## src/verilog/eipc_pkg.sv

```systemverilog
package eipc_pkg;

    // Register placement: the printed offset is a word index.
    localparam logic [11:0] EIPC_REG_INDEX     = 12'h01F;
    localparam logic [11:0] EIPC_REG_BYTE_ADDR = 12'h07C;
    localparam int          EIPC_ADDR_W        = 12;

    // Bit positions inside the status and control register.
    localparam int EIPC_BIT_PIN_EN   = 7;
    localparam int EIPC_BIT_PORT_EN  = 6;
    localparam int EIPC_BIT_PIN_REQ  = 3;
    localparam int EIPC_BIT_PORT_REQ = 2;
    localparam int EIPC_BIT_ACK      = 1;

    // Values after reset.
    localparam logic EIPC_RST_PIN_EN   = 1'b1;
    localparam logic EIPC_RST_PORT_EN  = 1'b0;
    localparam logic EIPC_RST_PIN_REQ  = 1'b0;
    localparam logic EIPC_RST_PORT_REQ = 1'b0;

    // Shared external interrupt vector, high and low byte.
    localparam logic [15:0] EIPC_VEC_HI_ADDR = 16'h3FFA;
    localparam logic [15:0] EIPC_VEC_LO_ADDR = 16'h3FFB;

    // Number of port pins.
    localparam int EIPC_PORT_W = 8;

    localparam logic [1:0] EIPC_RESP_OKAY   = 2'h0;
    localparam logic [1:0] EIPC_RESP_SLVERR = 2'h2;

    // Software controlled enables.
    typedef struct packed {
        logic pin_interrupt_enable;
        logic port_interrupt_enable;
    } eipc_ctrl_t;

    // Pending request flags.
    typedef struct packed {
        logic pin_request_flag;
        logic port_request_flag;
    } eipc_flags_t;

    // CPU side events presented to the block.
    typedef struct packed {
        logic        fetch_valid;
        logic [15:0] fetch_addr;
        logic        stop_wait_exec;
        logic        i_mask;
    } eipc_cpu_t;

endpackage

```

## src/verilog/eipc_top.sv

```systemverilog
// Implementation choice: the AXI4-Lite slave port.
`timescale 1ns/1ps
`default_nettype none

module eipc_top
    import eipc_pkg::*;
#(
    parameter bit EDGE_AND_LEVEL = 1'b0
) (
    // Clock and reset
    input  wire logic                   aclk,
    input  wire logic                   aresetn,
    // AXI4-Lite write address and data
    input  wire logic [EIPC_ADDR_W-1:0] s_axi_awaddr,
    input  wire logic [2:0]             s_axi_awprot,
    input  wire logic                   s_axi_awvalid,
    output logic                        s_axi_awready,
    input  wire logic [31:0]            s_axi_wdata,
    input  wire logic [3:0]             s_axi_wstrb,
    input  wire logic                   s_axi_wvalid,
    output logic                        s_axi_wready,
    output logic [1:0]                  s_axi_bresp,
    output logic                        s_axi_bvalid,
    input  wire logic                   s_axi_bready,
    // AXI4-Lite read
    input  wire logic [EIPC_ADDR_W-1:0] s_axi_araddr,
    input  wire logic [2:0]             s_axi_arprot,
    input  wire logic                   s_axi_arvalid,
    output logic                        s_axi_arready,
    output logic [31:0]                 s_axi_rdata,
    output logic [1:0]                  s_axi_rresp,
    output logic                        s_axi_rvalid,
    input  wire logic                   s_axi_rready,
    // External pins and port state
    input  wire logic                   irq_pin_n,
    input  wire logic [EIPC_PORT_W-1:0] port_pins,
    input  wire logic [EIPC_PORT_W-1:0] port_dir,
    input  wire logic [EIPC_PORT_W-1:0] port_data,
    // CPU core
    input  wire eipc_cpu_t              cpu_in,
    output logic                        cpu_irq_req,
    output logic                        pin_level_high
);

    // Pin synchronisers: stage one feeds stage two only.
    logic [EIPC_PORT_W:0] sync1_ff;
    logic [EIPC_PORT_W:0] sync2_ff;
    logic                 pin_prev_ff;
    logic                 port_and_prev_ff;

    eipc_ctrl_t  ctrl_ff;
    eipc_ctrl_t  nxt_ctrl;
    eipc_flags_t flags_ff;
    eipc_flags_t nxt_flags;
    logic        req_ff;

    // Bus state.
    logic                   aw_held_ff;
    logic [EIPC_ADDR_W-1:0] aw_addr_ff;
    logic                   w_held_ff;
    logic [31:0]            w_data_ff;
    logic                   w_strb0_ff;
    logic                   bvalid_ff;
    logic [1:0]             bresp_ff;
    logic                   rvalid_ff;
    logic [31:0]            rdata_ff;
    logic [1:0]             rresp_ff;

    wire                    pin_sync;
    wire [EIPC_PORT_W-1:0]  port_sync;
    wire [EIPC_PORT_W-1:0]  port_qual;
    wire                    port_and;
    wire                    pin_fall;
    wire                    port_fall;
    wire                    pin_event;
    wire                    vec_fetch;
    wire                    wr_fire;
    wire                    wr_hit;
    wire                    wr_ack;
    wire                    wr_en_lane;
    wire                    rd_fire;
    wire [31:0]             reg_word;
    wire                    req_any;

    function automatic logic is_reg(input logic [EIPC_ADDR_W-1:0] a);
        is_reg = (a == EIPC_REG_BYTE_ADDR);
    endfunction

    // Asynchronous pins pass two flops before any logic sees them.
    always_ff @(posedge aclk) begin
        if (!aresetn) begin
            sync1_ff <= '1;
            sync2_ff <= '1;
        end else begin
            sync1_ff <= {irq_pin_n, port_pins};
            sync2_ff <= sync1_ff;
        end
    end

    assign pin_sync  = sync2_ff[EIPC_PORT_W];
    assign port_sync = sync2_ff[EIPC_PORT_W-1:0];

    // A pin that is an output or has its data bit set is held high here,
    // so it can neither start nor hide an edge on the combined signal.
    genvar gi;
    generate
        for (gi = 0; gi < EIPC_PORT_W; gi = gi + 1) begin : g_qual
            assign port_qual[gi] = port_sync[gi] | port_dir[gi] | port_data[gi];
        end
    endgenerate

    assign port_and  = &port_qual;
    assign port_fall = port_and_prev_ff & ~port_and;
    assign pin_fall  = pin_prev_ff & ~pin_sync;
    // Level mode keeps setting the flag for as long as the pin stays low.
    assign pin_event = pin_fall | (EDGE_AND_LEVEL & ~pin_sync);

    assign vec_fetch = cpu_in.fetch_valid &
                       ((cpu_in.fetch_addr == EIPC_VEC_HI_ADDR) |
                        (cpu_in.fetch_addr == EIPC_VEC_LO_ADDR));

    always_ff @(posedge aclk) begin
        if (!aresetn) begin
            pin_prev_ff      <= 1'b1;
            port_and_prev_ff <= 1'b1;
        end else begin
            pin_prev_ff      <= pin_sync;
            port_and_prev_ff <= port_and;
        end
    end

    // Write channel: address and data are taken in either order.
    assign s_axi_awready = ~aw_held_ff & ~bvalid_ff;
    assign s_axi_wready  = ~w_held_ff & ~bvalid_ff;
    assign wr_fire       = aw_held_ff & w_held_ff & ~bvalid_ff;
    assign wr_hit        = wr_fire & is_reg(aw_addr_ff);
    assign wr_en_lane    = wr_hit & w_strb0_ff;
    assign wr_ack        = wr_en_lane & w_data_ff[EIPC_BIT_ACK];

    always_ff @(posedge aclk) begin
        if (!aresetn) begin
            aw_held_ff <= 1'b0;
            aw_addr_ff <= '0;
        end else if (s_axi_awvalid & s_axi_awready) begin
            aw_held_ff <= 1'b1;
            aw_addr_ff <= s_axi_awaddr;
        end else if (wr_fire) begin
            aw_held_ff <= 1'b0;
        end
    end

    always_ff @(posedge aclk) begin
        if (!aresetn) begin
            w_held_ff  <= 1'b0;
            w_data_ff  <= '0;
            w_strb0_ff <= 1'b0;
        end else if (s_axi_wvalid & s_axi_wready) begin
            w_held_ff  <= 1'b1;
            w_data_ff  <= s_axi_wdata;
            w_strb0_ff <= s_axi_wstrb[0];
        end else if (wr_fire) begin
            w_held_ff <= 1'b0;
        end
    end

    always_ff @(posedge aclk) begin
        if (!aresetn) begin
            bvalid_ff <= 1'b0;
            bresp_ff  <= EIPC_RESP_OKAY;
        end else if (wr_fire) begin
            bvalid_ff <= 1'b1;
            bresp_ff  <= is_reg(aw_addr_ff) ? EIPC_RESP_OKAY : EIPC_RESP_SLVERR;
        end else if (s_axi_bready) begin
            bvalid_ff <= 1'b0;
        end
    end

    assign s_axi_bvalid = bvalid_ff;
    assign s_axi_bresp  = bresp_ff;

    // Enables: a stop or wait instruction sets the pin enable, outranking a software write; the port enable is left alone.
    always_comb begin
        nxt_ctrl = ctrl_ff;
        if (wr_en_lane) begin
            nxt_ctrl.pin_interrupt_enable  = w_data_ff[EIPC_BIT_PIN_EN];
            nxt_ctrl.port_interrupt_enable = w_data_ff[EIPC_BIT_PORT_EN];
        end
        if (cpu_in.stop_wait_exec) begin
            nxt_ctrl.pin_interrupt_enable = 1'b1;
        end
    end

    // Flags ignore written values; only clears act, and a new event wins
    // over a clear arriving in the same cycle so no request is lost.
    always_comb begin
        nxt_flags = flags_ff;
        if (wr_ack | vec_fetch) begin
            nxt_flags.pin_request_flag = 1'b0;
        end
        if (wr_ack) begin
            nxt_flags.port_request_flag = 1'b0;
        end
        if (pin_event & ctrl_ff.pin_interrupt_enable) begin
            nxt_flags.pin_request_flag = 1'b1;
        end
        if (port_fall) begin
            nxt_flags.port_request_flag = 1'b1;
        end
    end

    always_ff @(posedge aclk) begin
        if (!aresetn) begin
            ctrl_ff.pin_interrupt_enable   <= EIPC_RST_PIN_EN;
            ctrl_ff.port_interrupt_enable  <= EIPC_RST_PORT_EN;
            flags_ff.pin_request_flag      <= EIPC_RST_PIN_REQ;
            flags_ff.port_request_flag     <= EIPC_RST_PORT_REQ;
        end else begin
            ctrl_ff  <= nxt_ctrl;
            flags_ff <= nxt_flags;
        end
    end

    // One merged request, held as long as an enabled flag is pending and the CPU mask bit is clear.
    assign req_any = (flags_ff.pin_request_flag & ctrl_ff.pin_interrupt_enable) |
                     (flags_ff.port_request_flag & ctrl_ff.port_interrupt_enable);

    always_ff @(posedge aclk) begin
        if (!aresetn) begin
            req_ff <= 1'b0;
        end else begin
            req_ff <= req_any & ~cpu_in.i_mask;
        end
    end

    assign cpu_irq_req    = req_ff;
    // Branch instructions see the pin alone, not the port edge path.
    assign pin_level_high = pin_sync;

    // Read side: acknowledge and unused bits are always zero.
    assign reg_word = {24'h000000,
                       ctrl_ff.pin_interrupt_enable,
                       ctrl_ff.port_interrupt_enable,
                       2'h0,
                       flags_ff.pin_request_flag,
                       flags_ff.port_request_flag,
                       2'h0};

    assign s_axi_arready = ~rvalid_ff;
    assign rd_fire       = s_axi_arvalid & ~rvalid_ff;

    always_ff @(posedge aclk) begin
        if (!aresetn) begin
            rvalid_ff <= 1'b0;
            rdata_ff  <= '0;
            rresp_ff  <= EIPC_RESP_OKAY;
        end else if (rd_fire) begin
            rvalid_ff <= 1'b1;
            rdata_ff  <= is_reg(s_axi_araddr) ? reg_word : 32'h00000000;
            rresp_ff  <= is_reg(s_axi_araddr) ? EIPC_RESP_OKAY : EIPC_RESP_SLVERR;
        end else if (s_axi_rready) begin
            rvalid_ff <= 1'b0;
        end
    end

    assign s_axi_rvalid = rvalid_ff;
    assign s_axi_rdata  = rdata_ff;
    assign s_axi_rresp  = rresp_ff;

endmodule

`default_nettype wire
```

## config.mk

```make
export PLATFORM = sky130hd
export DESIGN_NAME = eipc_top
export DESIGN_NICKNAME = d
export VERILOG_FILES = /design/src/verilog/eipc_pkg.sv /design/src/verilog/eipc_top.sv
export SDC_FILE = /design/constraint.sdc
export NUM_CORES = 1
export LEC_CHECK = 0
export BUFFER_PORTS_ARGS = -buffer_cell sky130_fd_sc_hd__buf_2
export CAP_MARGIN = 20
export CELL_PAD_IN_SITES_DETAIL_PLACEMENT = 0
export CELL_PAD_IN_SITES_GLOBAL_PLACEMENT = 1
export CORE_MARGIN = 10
export CORE_UTILIZATION = 24
export DETAILED_ROUTE_END_ITERATION = 6
export PLACE_DENSITY_LB_ADDON = 0.15
export SYNTH_ARGS = -nofsm -noshare
export SYNTH_HDL_FRONTEND = slang
export SYNTH_SLANG_ARGS = --single-unit
```

## constraint.sdc

```tcl
create_clock -name aclk -period 1.78 [get_ports aclk]
set_input_delay 0.178 -clock aclk [delete_from_list [all_inputs] [get_ports aclk]]
set_output_delay 0.178 -clock aclk [all_outputs]
set_load 0.01 [all_outputs]
```

==> results of run 1 <==
registers in the layout, summed over array words and instances (netlist names):
name / cells
pin_prev_ff: 1
w_strb0_ff: 1
w_data_ff: 3
sync2_ff: 9
port_and_prev_ff: 1
s_axi_bvalid: 1
s_axi_rresp: 1
aw_held_ff: 1
ctrl_ff: 2
s_axi_bresp: 1
flags_ff: 2
cpu_irq_req: 1
s_axi_rvalid: 1
w_held_ff: 1
aw_addr_ff: 12
s_axi_rdata: 4
sync1_ff: 9
layout make-up:
class                   instances  area (um^2)  share of cell area [%]
multi-input cells             161          890                    33.8
well taps                     105          131                    4.99
inverters                       5         18.8                   0.713
clock buffers                   7         76.3                    2.90
clock inverters                 1         5.00                   0.190
repair buffers                 95          488                    18.5
flip-flops and latches         51         1020                    38.9
timing repair:
action,4_1_cts,5_1_grt
resized for setup,3,2
endpoints found under the hold margin,0,0
endpoints found under the setup margin,1,1
pin swaps,1,1
logic make-up after synthesis:
family	Yosys count	share of synthesized area (%)
muxes	6	2.97
buffers and inverters	42	13.1
and+or+nand+nor	98	26.5
DFF	51	49.5
other	1	0.182
AOI/OAI and AO/OA	27	7.76
cell usage after synthesis:
library cell / number / area share [%]
dfxtp_1: 51 / 49
buf_4: 30 / 11
nand2_1: 27 / 4.9
nand2b_1: 22 / 6.7
nor2_1: 19 / 3.5
a21oi_1: 17 / 4.1
nor3_1: 10 / 2.4
clkbuf_1: 7 / 1.3
a22oi_1: 5 / 1.8
mux2i_1: 5 / 2.4
inv_1: 4 / 0.73
and2_1: 3 / 0.91
nand4_1: 3 / 0.91
or4bb_1: 3 / 1.6
nand4b_1: 2 / 0.85
o21ai_0: 2 / 0.48
a211oi_1: 1 / 0.36
a32o_1: 1 / 0.48
a41o_1: 1 / 0.48
and4b_1: 1 / 0.48
clkinv_1: 1 / 0.18
conb_1: 1 / 0.18
mux2_1: 1 / 0.55
nand3_1: 1 / 0.24
nand4b_2: 1 / 0.73
nor4_2: 1 / 0.61
nor4_4: 1 / 1.0
or3_1: 1 / 0.30
or4_1: 1 / 0.36
or4_4: 1 / 0.55
or4b_1: 1 / 0.48
layer usage:
layer	vias up	part of all wire [%]	track usage, %
met4	0	1.5	3.81
met1	745	45	10.1
met3	7	11	3.70
li1	882	-	-
met5	-	0	0
met2	84	43	12.7
where the power goes:
group,switching [mW],internal [mW]
sequential,0.0292,1.20
clock,0.352,0.277
combinational,0.149,0.131
total,0.530,1.61
through the flow:
step / instance area, um^2 / total power, mW
6_report: 2630 / 2.14
5_1_grt: 2630 / 2.28
4_1_cts: 2630 / 2.19
3_5_place_dp: 2540 / 1.54
3_3_place_gp: 2540 / 1.53
2_1_floorplan: 2170 / 1.46
path summary, 6_finish.rpt:
kind,slack (ns),startpoint,end
worst min register to register,0.41,sync1_ff[7],sync2_ff[7]
worst min-delay path,0.04,cpu_in[0],cpu_irq_req
worst max register to register,-0.09,aw_addr_ff[7],ctrl_ff[1]
worst max-delay path,-0.09,aw_addr_ff[7],ctrl_ff[1]
==> impl_metrics.ini, run 1 <==
[status]
outcome = complete, but fails checks
failed_checks = negative setup slack

[synth]
ys_seq_area_share_pct = 49.5
synthDistinctLibCells = 31
avgSynthCellArea_um2 = 9.18
syn_area_mm2 = 0.00206
synth-seq-cells = 51
yosys_warnings = 0
synth_cells = 225

[place]
place_ws_ns = -0.120
dp.cells = 417
dp_hpwl_um = 4440
place.gp.congestion = 0.677
port_buffers = 90

[sta]
fin_skew_ns = 0.00723
fin_crit_ns = 1.87
rsz0062_at_grt = yes
fmax_ghz = 0.534
finalSetupViolCount = 1
drv_slew = 0
hold_viol = 0
holdWs_ns = 0.0400
fin_ws_ns = -0.0926
period_share_pct = 105
tns_ns = -0.0926

[floorplan]
die_width_um = 113
ios = 160
row_count = 33
die-area_mm2 = 0.0127
die_height_um = 113
start_util_pct = 24.9
design.core.area_mm2 = 0.00830

[clock_network]
cts.reportedPaths.clkPinSlew_ns = 0.09
clkSinkCount = 51
htree_levels = 2
clkLatencyLatePin_ns = 0.29
cts_buffers = 5
clk_path_buf_depth = 2
hold_buffers = 0
post_cts_buffers = 0
clockRootBuffer = clkbuf_8
cts_tree = yes

[run]
max-cap-violations = 0

[grt]
grt_use_total_pct = 8.42
grt_max_degree = 26
grt_pass1_wl_um = 8870
grt_pass1_vias = 1883
antenna_found_initial = 0
gr-total-overflow = 0

[setup_path]
cp_top_family = simple AND/OR/NAND/NOR gates
crit_path_end_kind = register
crit_chain = or4bb_4 -> nor4_4 -> mux2_4 -> or3_1
cp_max_fo = 2
criticalPathCategory = register to register
worstRegToRegCells = 4
cp.depth = 4
path_buf_inv = 0
cpPeakStageDelay_ns = 0.55
crit_slowest_cell = or4bb_4
crit_path_start_kind = register
critPathRequiredTime_ns = 1.97
crit_arrival_ns = 2.06

[cells_and_area]
final_cell_mix = buf_2 (90), dfxtp_1 (48), conb_1 (30), nand2_1 (27), nand2b_1 (22)
area_growth_pct = 27.6
fin_util_pct = 31.7
nets = 436
antenna_cells = 0
nFillCells = 933
final_common_cell = buf_2
stdcell_count = 425
final_layout_size_suffix_gt1_share_pct = 34.4

[hold_path]
worstHoldPathType = input port to register
hold_depth = 2

[power]
powerDensity_mw_per_mm2 = 812
ir_drop_mv = 0.249
power.leakage_nw = 1.22

[routing]
drc = 0
via_count = 1718
wl_um = 5390
dr.pass1.iters = 4
routedWlPerCell_um = 12.7
ant_nets = 0
drtIter0Drc = 59
viasPerCell = 4.04
No activity file was read; power rests on OpenSTA's default activity.
==> inputs of run 2 (changes only) <==
--- a/config.mk
+++ b/config.mk
@@ -12,7 +12,8 @@
 export CORE_MARGIN = 10
 export CORE_UTILIZATION = 24
 export DETAILED_ROUTE_END_ITERATION = 6
-export PLACE_DENSITY_LB_ADDON = 0.15
+export MAX_ROUTING_LAYER = met4
+export PLACE_DENSITY = 0.8
 export SYNTH_ARGS = -nofsm -noshare
 export SYNTH_HDL_FRONTEND = slang
 export SYNTH_SLANG_ARGS = --single-unit
==> run 2 against run 1 <==
The run still ends with negative setup slack left. Clock power decreased by 1%. Largest cell class unchanged. Routed wire length increased by 1.1%. Hold slack got worse by 0.0031 ns. Global-route usage increased by 0.18 points. Flip-flop and latch count unchanged. Final area decreased by 0.19%. Final cell count unchanged. Largest power group unchanged. Sequential share of layout area about the same.
==> impl_metrics.ini, run 2 (same netlist as run 1, synthesis figures left out) <==
[setup_path]
crit_arrival_ns = 2.07
crit_path_end_kind = register
crit_slowest_cell = or4bb_4
cp_max_fo = 2
path_buf_inv = 0
crit_chain = or4bb_4 -> nor4_4 -> mux2_1 -> or3_1
crit_path_start_kind = register
criticalPathCategory = register to register
cp_top_family = simple AND/OR/NAND/NOR gates
critPathRequiredTime_ns = 1.96
cpPeakStageDelay_ns = 0.55

[clock_network]
clkLatencyLatePin_ns = 0.29
htree_levels = 2
post_cts_buffers = 0
clkSinkCount = 51
clockRootBuffer = clkbuf_8
cts_tree = yes
cts.reportedPaths.clkPinSlew_ns = 0.08
cts_buffers = 5
clk_path_buf_depth = 2

[routing]
viasPerCell = 4.02
routedWlPerCell_um = 12.8
wl_um = 5450
via_count = 1707
drc = 0
drtIter0Drc = 40
ant_nets = 0
dr.pass1.iters = 4

[grt]
grt_max_degree = 25
grt_use_total_pct = 8.60
grt_pass1_vias = 1837
gr-total-overflow = 0
antenna_found_initial = 0
grt_pass1_wl_um = 8850

[floorplan]
row_count = 33
die_height_um = 113
start_util_pct = 24.9
design.core.area_mm2 = 0.00830
die-area_mm2 = 0.0127
ios = 160
die_width_um = 113

[sta]
period_share_pct = 106
fin_ws_ns = -0.114
hold_viol = 0
rsz0062_at_grt = yes
holdWs_ns = 0.0369
fin_crit_ns = 1.89
fmax_ghz = 0.528
fin_skew_ns = 0.00362
drv_slew = 0
finalSetupViolCount = 1

[power]
powerDensity_mw_per_mm2 = 811
ir_drop_mv = 0.307
total_power_mw = 2.13
power.leakage_nw = 1.21

[place]
port_buffers = 90
post_dp_cell_area_mm2 = 0.00254
place_ws_ns = -0.147
place.gp.congestion = 0.700
dp_hpwl_um = 4640

[cells_and_area]
final_area_mm2 = 0.00263
fin_util_pct = 31.7
antenna_cells = 0
final_common_cell = buf_2
top_regs = aw_addr_ff x12, sync1_ff x9, sync2_ff x9
area_growth_pct = 27.3
nFillCells = 913
largest_register_ffs = 12
final_layout_size_suffix_gt1_share_pct = 33.8
top_register = aw_addr_ff
nets = 436
final_cell_mix = buf_2 (90), dfxtp_1 (49), conb_1 (30), nand2_1 (27), nand2b_1 (22)

[hold_path]
worstHoldPathType = input port to register

[status]
outcome = complete, but fails checks
failed_checks = negative setup slack

[run]
max-cap-violations = 0
-- run 2: cell count changes in the layout (fill, tap and decap cells not counted) --
| cell | change |
|---|---|
| dfxtp_1 | +1 |
| dfxtp_2 | -1 |
| mux2_1 | +1 |
| mux2_4 | -1 |
-- run 2: through the flow --
stage,setup TNS (ns),std cells
after floorplan,-0.0906,254
after global placement,-0.108,417
after detailed placement,-0.147,417
after CTS,-0.147,425
after global routing,-0.159,425
final,-0.114,425
-- run 2: where the power goes --
part,total (mW),internal [mW],switching (mW),leakage [nW]
clock network,0.619,0.276,0.343,0.0422
logic,0.281,0.131,0.150,0.745
registers,1.23,1.20,0.0301,0.421
-- run 2: worst paths after layout --
kind,start,endpoint,slack [ns],cells past startpoint
max reg2reg,aw_addr_ff[7],ctrl_ff[1],-0.11,4
min reg2reg,sync1_ff[0],sync2_ff[0],0.41,1
max,aw_addr_ff[7],ctrl_ff[1],-0.11,4
min,cpu_in[0],cpu_irq_req,0.04,2
-- run 2: cell type report --
type / count / area (um^2) / area share (%)
sequential: 51 / 1020 / 38.9
multi-input combinational: 161 / 886 / 33.7
timing repair buffer: 95 / 488 / 18.6
tap: 105 / 131 / 5.00
clock buffer: 7 / 76.3 / 2.90
inverter: 5 / 18.8 / 0.714
clock inverter: 1 / 5.00 / 0.190
-- run 2: worst reg2reg max path, stage by stage, from the launching register on --
cell	delay [ns]
dfxtp_2	0.33
or4bb_4	0.55
nor4_4	0.27
mux2_1	0.34
or3_1	0.29
-- run 2: repair_timing --
item                                    CTS  global route
pin swaps                                 2             3
resized for setup                         0             3
hold buffers                              0             0
endpoints found under the setup margin    2             2
-- run 2: routing by layer --
metal / vias up / track usage, % / routed length, um
li1: 875 / - / -
met1: 748 / 10.1 / 2380
met2: 79 / 13.5 / 2570
met3: 5 / 2.85 / 410
met4: 0 / 3.05 / 84
met5: - / - / 0
